### config.mk
export PLATFORM = sky130hd
export DESIGN_NAME = safety_input_eval
export DESIGN_NICKNAME = d
export VERILOG_FILES = /design/src/inc/safety_input_pkg.sv /design/src/safety_input_eval.sv /design/src/two_hand_eval.sv
export SDC_FILE = /design/constraint.sdc
export NUM_CORES = 1
export LEC_CHECK = 0
export ABC_CLOCK_PERIOD_IN_PS = 6000
export BUFFER_PORTS_ARGS = -buffer_cell sky130_fd_sc_hd__buf_2
export CORE_MARGIN = 2
export CORE_UTILIZATION = 52
export CTS_BUF_LIST = sky130_fd_sc_hd__clkbuf_8
export CTS_CLUSTER_SIZE = 20
export DETAILED_ROUTE_END_ITERATION = 6
export PLACE_DENSITY = 0.7
export SYNTH_ARGS = -nofsm -noshare
export SYNTH_HDL_FRONTEND = slang
export SYNTH_SLANG_ARGS = --single-unit
### constraint.sdc
create_clock -name clk_i -period 6 [get_ports clk_i]
set_input_delay 0 -clock clk_i [delete_from_list [all_inputs] [get_ports clk_i]]
set_output_delay 0 -clock clk_i [all_outputs]
set_load 0.02 [all_outputs]
### src/inc/safety_input_pkg.sv
// shared constants and carrier types for the safety input evaluation block
// assumes a 125 MHz controller clock and field contacts sampled through pin synchronisers
package safety_input_pkg;

  // ----------------------------------------------------------------
  // clock and timing
  // ----------------------------------------------------------------
  localparam int CLK_KHZ         = 125000;                     // controller clock rate in kHz
  localparam int SYNC_WINDOW_MS  = 500;                        // two-hand simultaneity window
  localparam int SYNC_WINDOW_CYC = SYNC_WINDOW_MS * CLK_KHZ;   // longest time, exact at this rate
  localparam int TEST_PERIOD_US  = 1000;                       // test output repetition period
  localparam int TEST_PERIOD_CYC = (TEST_PERIOD_US * CLK_KHZ) / 1000;
  localparam int TEST_GAP_NS     = 1000;                       // low gap of each test pulse
  localparam int TEST_GAP_CYC    = (TEST_GAP_NS * (CLK_KHZ / 1000)) / 1000;
  localparam int SETTLE_CYC      = 4;                          // pin path latency after a gap
  localparam int CNT_W           = 32;                         // width of long timing counters

  // ----------------------------------------------------------------
  // mode selector limits
  // ----------------------------------------------------------------
  localparam int MODE_MIN        = 2;   // fewest selectable modes
  localparam int UNTESTED_MAX    = 8;   // most modes without test pulses
  localparam int TESTED_MAX      = 4;   // most modes with test pulses
  localparam int MODE_IDX_W      = 3;   // index width covering eight modes
  localparam int MODE_VEC_W      = 8;   // common width used by the decode functions

  // ----------------------------------------------------------------
  // carrier types
  // ----------------------------------------------------------------
  typedef struct packed {
    logic                  valid;   // exactly one selector contact closed; for the tested selector also no contact stuck
    logic                  err;     // several contacts closed, or for the tested selector a contact stuck
    logic [MODE_IDX_W-1:0] idx;     // selected mode, zero based
  } mode_res_s;

  localparam mode_res_s MODE_RES_RST = '{valid: 1'b0, err: 1'b0, idx: 3'h0};

endpackage : safety_input_pkg

### src/safety_input_eval.sv
// evaluation of two-hand controls and operating mode selectors
// assumes all contact inputs come straight from pins; test outputs drive tested selector contacts
// ----------------------------------------------------------------
module safety_input_eval #(
  parameter int UNTESTED_MODES  = safety_input_pkg::UNTESTED_MAX,     // modes of the untested selector
  parameter int TESTED_MODES    = safety_input_pkg::TESTED_MAX,       // modes of the tested selector
  parameter int SYNC_CYC        = safety_input_pkg::SYNC_WINDOW_CYC,  // two-hand window in cycles
  parameter int TEST_PERIOD_CYC = safety_input_pkg::TEST_PERIOD_CYC   // test pulse period in cycles
) (
  input  wire logic                          clk_i,          // controller clock
  input  wire logic                          reset_i,        // synchronous reset, active high
  input  wire logic [1:0]                    th3a_i,         // IIIA buttons, high when pressed
  input  wire logic [3:0]                    th3c_i,         // IIIC: [0] NO1 [1] NC1 [2] NO2 [3] NC2
  input  wire logic [UNTESTED_MODES-1:0]     sel_u_i,        // untested selector contacts
  input  wire logic [TESTED_MODES-1:0]       sel_t_i,        // tested selector contacts
  output logic [TESTED_MODES-1:0]            test_o,         // test outputs feeding sel_t_i
  output logic                               th3a_valid_o,   // IIIA command valid
  output logic                               th3a_err_o,     // IIIA window missed
  output logic                               th3c_valid_o,   // IIIC command valid
  output logic                               th3c_err_o,     // IIIC window missed
  output safety_input_pkg::mode_res_s        mode_u_o,       // untested selector result
  output safety_input_pkg::mode_res_s        mode_t_o,       // tested selector result
  output logic [TESTED_MODES-1:0]            stuck_o         // tested contact failed its gap check
);

  // ----------------------------------------------------------------
  // decode helpers
  // ----------------------------------------------------------------
  // number of closed contacts
  function automatic logic [3:0] count_ones(input logic [safety_input_pkg::MODE_VEC_W-1:0] v);
    logic [3:0] n;
    n = 4'h0;
    for (int i = 0; i < safety_input_pkg::MODE_VEC_W; i++) begin
      n = n + {3'h0, v[i]};
    end
    return n;
  endfunction : count_ones

  // position of the highest closed contact, meaningful when exactly one is closed
  function automatic logic [safety_input_pkg::MODE_IDX_W-1:0] first_idx(
    input logic [safety_input_pkg::MODE_VEC_W-1:0] v);
    logic [safety_input_pkg::MODE_IDX_W-1:0] k;
    k = '0;
    for (int i = 0; i < safety_input_pkg::MODE_VEC_W; i++) begin
      if (v[i]) k = safety_input_pkg::MODE_IDX_W'(i);
    end
    return k;
  endfunction : first_idx

  // ----------------------------------------------------------------
  // pin synchronisers; stage one feeds stage two only
  // ----------------------------------------------------------------
  localparam int PIN_W = 6 + UNTESTED_MODES + TESTED_MODES;

  logic [PIN_W-1:0] pin_meta_ff;   // first stage
  logic [PIN_W-1:0] pin_sync_ff;   // second stage, the only one logic reads

  always_ff @(posedge clk_i) begin
    if (reset_i) begin
      pin_meta_ff <= '0;
      pin_sync_ff <= '0;
    end else begin
      pin_meta_ff <= {sel_t_i, sel_u_i, th3c_i, th3a_i};
      pin_sync_ff <= pin_meta_ff;
    end
  end

  wire [1:0]                th3a_s  = pin_sync_ff[1:0];
  wire [3:0]                th3c_s  = pin_sync_ff[5:2];
  wire [UNTESTED_MODES-1:0] sel_u_s = pin_sync_ff[6 +: UNTESTED_MODES];
  wire [TESTED_MODES-1:0]   sel_t_s = pin_sync_ff[6+UNTESTED_MODES +: TESTED_MODES];

  // ----------------------------------------------------------------
  // two-hand controls
  // ----------------------------------------------------------------
  // IIIA: equivalent contacts, high is on and low is off
  wire [1:0] th3a_on  = th3a_s;
  wire [1:0] th3a_off = ~th3a_s;
  // IIIC: each button is an NO/NC pair; contradictory pairs are neither on nor off
  wire [1:0] th3c_on  = {th3c_s[2] & ~th3c_s[3], th3c_s[0] & ~th3c_s[1]};
  wire [1:0] th3c_off = {~th3c_s[2] & th3c_s[3], ~th3c_s[0] & th3c_s[1]};

  two_hand_eval #(.WINDOW_CYC(SYNC_CYC)) u_th3a (
    .clk_i   (clk_i),
    .reset_i (reset_i),
    .on_i    (th3a_on),
    .off_i   (th3a_off),
    .valid_o (th3a_valid_o),
    .err_o   (th3a_err_o)
  );

  two_hand_eval #(.WINDOW_CYC(SYNC_CYC)) u_th3c (
    .clk_i   (clk_i),
    .reset_i (reset_i),
    .on_i    (th3c_on),
    .off_i   (th3c_off),
    .valid_o (th3c_valid_o),
    .err_o   (th3c_err_o)
  );

  // ----------------------------------------------------------------
  // test pulse generator
  // ----------------------------------------------------------------
  localparam logic [safety_input_pkg::CNT_W-1:0] PER_LAST  =
    safety_input_pkg::CNT_W'(TEST_PERIOD_CYC - 1);
  localparam logic [safety_input_pkg::CNT_W-1:0] GAP_LEN   =
    safety_input_pkg::CNT_W'(safety_input_pkg::TEST_GAP_CYC);
  localparam logic [safety_input_pkg::CNT_W-1:0] GAP_CHECK =
    safety_input_pkg::CNT_W'(safety_input_pkg::TEST_GAP_CYC - 1);
  localparam logic [safety_input_pkg::CNT_W-1:0] HOLD_END  =
    safety_input_pkg::CNT_W'(safety_input_pkg::TEST_GAP_CYC + safety_input_pkg::SETTLE_CYC);

  logic [safety_input_pkg::CNT_W-1:0] per_cnt_ff;   // position inside the test period
  logic [TESTED_MODES-1:0]            test_ff;      // test output levels

  wire per_wrap  = (per_cnt_ff == PER_LAST);
  wire in_gap    = (per_cnt_ff < GAP_LEN);     // outputs pulled low
  wire gap_check = (per_cnt_ff == GAP_CHECK);  // contacts must read low by now
  wire hold_sel  = (per_cnt_ff < HOLD_END);    // gap still visible through the pin path

  // all outputs share one timing; contact k is fed by output k, so parity always matches
  always_ff @(posedge clk_i) begin
    if (reset_i) begin
      per_cnt_ff <= '0;
      test_ff    <= '0;
    end else begin
      per_cnt_ff <= per_wrap ? '0 : per_cnt_ff + 1'b1;
      test_ff    <= {TESTED_MODES{~in_gap}};
    end
  end

  assign test_o = test_ff;

  // ----------------------------------------------------------------
  // tested selector: gap check and level hold
  // ----------------------------------------------------------------
  logic [TESTED_MODES-1:0] stuck_ff;   // contact stayed high through a gap, sticky until reset
  logic [TESTED_MODES-1:0] sel_t_ff;   // tested levels with gaps masked out

  // a contact that is high while its feed is low is shorted to supply
  always_ff @(posedge clk_i) begin
    if (reset_i) begin
      stuck_ff <= '0;
    end else if (gap_check) begin
      stuck_ff <= stuck_ff | sel_t_s;
    end
  end

  // the gap would look like an open contact, so the last clean level is held across it;
  // a change shorter than TEST_GAP_CYC + SETTLE_CYC cycles can therefore go unseen
  always_ff @(posedge clk_i) begin
    if (reset_i) begin
      sel_t_ff <= '0;
    end else if (!hold_sel) begin
      sel_t_ff <= sel_t_s & ~stuck_ff;
    end
  end

  assign stuck_o = stuck_ff;

  // ----------------------------------------------------------------
  // selector decode
  // ----------------------------------------------------------------
  wire [safety_input_pkg::MODE_VEC_W-1:0] u_vec = safety_input_pkg::MODE_VEC_W'(sel_u_s);
  wire [safety_input_pkg::MODE_VEC_W-1:0] t_vec = safety_input_pkg::MODE_VEC_W'(sel_t_ff);
  wire [3:0] u_cnt  = count_ones(u_vec);
  wire [3:0] t_cnt  = count_ones(t_vec);

  safety_input_pkg::mode_res_s nxt_mode_u;   // untested result before the register
  safety_input_pkg::mode_res_s nxt_mode_t;   // tested result before the register

  assign nxt_mode_u.valid = (u_cnt == 4'h1);
  assign nxt_mode_u.err   = (u_cnt > 4'h1);
  assign nxt_mode_u.idx   = nxt_mode_u.valid ? first_idx(u_vec) : '0;
  assign nxt_mode_t.valid = (t_cnt == 4'h1) && (stuck_ff == '0);
  assign nxt_mode_t.err   = (t_cnt > 4'h1) || (stuck_ff != '0);
  assign nxt_mode_t.idx   = nxt_mode_t.valid ? first_idx(t_vec) : '0;

  safety_input_pkg::mode_res_s mode_u_ff;   // registered untested result
  safety_input_pkg::mode_res_s mode_t_ff;   // registered tested result

  // results leave from flip-flops; no mode is reported until reset is over
  always_ff @(posedge clk_i) begin
    if (reset_i) begin
      mode_u_ff <= safety_input_pkg::MODE_RES_RST;
      mode_t_ff <= safety_input_pkg::MODE_RES_RST;
    end else begin
      mode_u_ff <= nxt_mode_u;
      mode_t_ff <= nxt_mode_t;
    end
  end

  assign mode_u_o = mode_u_ff;
  assign mode_t_o = mode_t_ff;

endmodule : safety_input_eval

### src/two_hand_eval.sv
// simultaneity and release check for one two-hand control station
// assumes on/off qualifiers per button, already synchronised to clk_i
module two_hand_eval #(
  parameter int WINDOW_CYC = safety_input_pkg::SYNC_WINDOW_CYC  // simultaneity window in cycles
) (
  input  wire logic       clk_i,      // controller clock
  input  wire logic       reset_i,    // synchronous reset, active high
  input  wire logic [1:0] on_i,       // button reads in its on state
  input  wire logic [1:0] off_i,      // button reads in its off state
  output logic            valid_o,    // two-hand command valid
  output logic            err_o       // window missed, waiting for both released
);

  // ----------------------------------------------------------------
  // state
  // ----------------------------------------------------------------
  typedef enum logic [2:0] {WAIT_OFF, ARMED, TIMING, ACTIVE, LOCKED} th_state_e;

  th_state_e                         state_ff;      // current state
  th_state_e                         nxt_state;     // next state
  logic [safety_input_pkg::CNT_W-1:0] cnt_ff;       // cycles since first button moved
  logic [safety_input_pkg::CNT_W-1:0] nxt_cnt;      // next counter value
  logic                               valid_ff;     // registered valid
  logic                               err_ff;       // registered window error

  wire both_on  = &on_i;    // both buttons pressed
  wire both_off = &off_i;   // both buttons released
  wire win_end  = (cnt_ff >= safety_input_pkg::CNT_W'(WINDOW_CYC - 1));  // last cycle of the window

  // ----------------------------------------------------------------
  // next state; a command is only possible from a full release
  // ----------------------------------------------------------------
  always_comb begin
    nxt_state = state_ff;
    nxt_cnt   = '0;
    case (state_ff)
      WAIT_OFF: begin
        if (both_off) nxt_state = ARMED;
      end
      ARMED: begin
        if (both_on) nxt_state = ACTIVE;
        else if (!both_off) nxt_state = TIMING;       // first button moved, window opens
      end
      TIMING: begin
        nxt_cnt = cnt_ff + 1'b1;
        if (both_on) nxt_state = ACTIVE;
        else if (both_off) nxt_state = ARMED;         // let go again, re-armed
        else if (win_end) nxt_state = LOCKED;
      end
      ACTIVE: begin
        if (!both_on) nxt_state = WAIT_OFF;
      end
      LOCKED: begin
        if (both_off) nxt_state = ARMED;
      end
      default: nxt_state = WAIT_OFF;
    endcase
  end

  // ----------------------------------------------------------------
  // registers; reset starts by demanding a full release
  // ----------------------------------------------------------------
  always_ff @(posedge clk_i) begin
    if (reset_i) begin
      state_ff <= WAIT_OFF;
      cnt_ff   <= '0;
      valid_ff <= 1'b0;
      err_ff   <= 1'b0;
    end else begin
      state_ff <= nxt_state;
      cnt_ff   <= nxt_cnt;
      valid_ff <= (nxt_state == ACTIVE);
      err_ff   <= (nxt_state == LOCKED);
    end
  end

  assign valid_o = valid_ff;
  assign err_o   = err_ff;

endmodule : two_hand_eval
==> out/summary.txt <==
Hold Path Origin: sel_u_i[4]
First-pass DRT Iterations: 4
Final worst slack: 2642 ps
Setup TNS Final: 0 ps
Leak: 2.783 nW
DR vias/cell: 5.324
Clk buf depth: 2
Yosys cell types: 54
FMAX: 297.8 MHz
Most frequent cells in the layout: 160 x dfxtp_1, 104 x nor2_1, 47 x xor2_1, 43 x nand2_1
Final Max Slew Viols: 0
Initial antenna violation count: 0
Final period util: 55.97%
Area of the core: 12670 sq um
Post-synthesis xor/xnor area fraction: 8.920%
Adder-cell area share of the yosys netlist: 3.324%
R2R Setup Slk: 2640 ps
Hold Buf Count CTS: 20
Tot GR Track Use: 19.06%
Met3 GRT Util: 4.392%
Top_reg_cell synth: dfxtp_1
Busiest grt layer: met2
Share of cells above drive strength 1: 9.891%
Average size of a mapped cell: 8.868 sq um
Clk_lat worst skew: 460 ps
N_diodes: 0
Pwr Total: 1.924 mW
Worst r2r src: pin_sync_ff[6]
Worst Hold Class: primary input to flop
Die outline height: 118.1 um
Setup Fix Bufs, Post-CTS: 0
Global-route wire length before repair: 22150 um
Post-synthesis compound-gate area fraction: 8.015%
Max VDD drop: 200.3 uV
Synthesized Nets: 799
Post-synth EDFFs: 0
Crit path kind: flop to flop
Fill cells: 1136
Commonest non-fill, non-tap cell in the layout: dfxtp_1
Crit path capture type: flop
CTS tree: yes
Worst Path Arrival: 3760 ps
Main combinational cell family by area after synthesis: simple AND/OR/NAND/NOR gates
Area of the multi-input gates: 3288 sq um
Count of final hold-check violations: 0
Rows: 41
Final Critical Period: 3358 ps
DP Cell Count: 949
Crit. Startpoint: pin_sync_ff[6]
Die width: 118.1 um
RSZ-0062 raised after global routing: false
IO buf count: 40
Ranking of synthesized cells by area: dfxtp_1 47%, xor2_1 6.1%, nor2_1 5.8%
Final non-filler cell area: 7661 sq um
Register area: 3203 sq um
Post-synth top area cell: dfxtp_1
Power per cell area: 251.1 nW/um^2
Hpwl dp: 8563 um
Synthesized area: 6775 sq um
Simple-gate share of the synthesized area: 28.07%
Worst-path maximum fanout: 4
Sequential area share after synthesis: 47.28%
Wirelength, routed: 12670 um
Final GP Congestion: 0.8332
Ys Warns: 0
IO Pins: 42
Least-Margin Pin Slew: 1266 ps
Slew Limit Headroom: 15.36%
Layout area overhead: 13.07%
Fin Clk Skew: 9.467 ps
Post-DP Area: 7076 sq um
Starting density of the core: 53.47%
H-tree depth: 4
Clk pin slew, worst setup/hold paths: 90 ps
Clock tree sinks: 160
Die ar.: 13960 sq um
Status: completed
CP required: 6400 ps
CTS Buf Count: 17
DR iter-0 viols: 329
Met1 usage: 23.82%
Synthesized instance count: 764
Post-synth top area share: 47.28%
Non-Filler Instances: 1001
Final ANT Viol Nets: 0
CP Launch Type: flop
DR WL/cell: 12.66 um
CTS root buffer: clkbuf_8
Largest net degree at the start of global routing: 43
Final setup viols: 0
Max-cap violations: 0
Worst slack at placement: 2718 ps
Ys async rst share: 0%
Vias in the first global route: 5040
Total gr overflow: 0
Vias: 5329
Resize count post-CTS: 0
Met2 GRT Util: 31.68%
Drc violations: 0
Post-synthesis mux area share: 0.1477%
Fin nets: 851
Yosys reg bits: 160
[cell families after synthesis]
logic type                 Yosys count
xor gates and xnor gates            69
and+or+nand+nor                    361
adders and majority gates           15
other                                1
muxes                                1
AOI/OAI and AO/OA                   89
buffers and inverters               68
DFF                                160
[synth_stat cells, drive strengths merged (2+ instances only)]
cell,n
buf,13
o21ai,27
ha,10
nand3,40
nor4,26
and3,15
and4,7
o31a,2
a22o,4
nand4,33
fa,5
clkbuf,18
o31ai,6
or4,9
a41o,3
a21boi,2
nand4b,4
nand3b,5
nand4bb,2
and2,4
nor2b,38
o41ai,2
xor2,47
dfxtp,160
a21oi,34
or3,15
nor3,11
nand2,43
nor4b,2
nor2,104
a21o,2
xnor2,22
inv,36
[worst max-delay path, cell delays in order, from the launching register on]
cell and delay, ps:
dfxtp_1 330, fa_1 540, inv_1 50, fa_1 490, fa_1 410, inv_1 70, ha_1 160, inv_1 50
fa_1 400, nor2_1 130, nand3_1 90, a21boi_0 240, nand3_1 180, a21oi_1 160
[power by group]
part           switching [mW]  internal, mW  total, mW
clock                   0.443         0.322      0.765
combinational          0.0389        0.0336     0.0725
sequential            0.00782          1.08       1.09
total                   0.490          1.43       1.92
[registers in the layout, summed over array words and instances (netlist names), 3 cells and up]
name	cells
pin_meta_ff	18
sel_t_ff	4
mode_u_o	5
u_th3a.state_ff	3
stuck_o	4
per_cnt_ff	32
u_th3a.cnt_ff	32
u_th3c.state_ff	3
mode_t_o	4
pin_sync_ff	18
u_th3c.cnt_ff	32
[routing by layer]
metal  share of wire, %  wire (um)
met5                  0          0
met4                1.5        194
met2                 48       6073
met1                 48       6073
met3                2.6        330
[worst paths after layout]
check / to / cells past startpoint
setup / recovery: mode_u_o[0] / 13
hold / removal: pin_meta_ff[10] / 3
setup reg to reg: mode_u_o[0] / 13
hold reg to reg: pin_sync_ff[6] / 1
[layout make-up]
| cell class | instances | area share (%) |
|---|---|---|
| clock buffer | 18 | 3.234 |
| clock inverter | 14 | 1.797 |
| timing repair buffer | 64 | 5.618 |
| inverter | 37 | 1.813 |
| multi-input combinational | 536 | 42.92 |
| tap | 172 | 2.809 |
| sequential | 160 | 41.81 |
[per-stage QoR]
step	hold slack [ps]	util, %
final	280.2	60.46
after global routing	264.9	60.46
after CTS	242.4	60.46
after detailed placement	213.1	55.84
after global placement	210.0	55.84
after floorplan	128.2	-
Note: power is estimated with default switching activity, not from simulation.
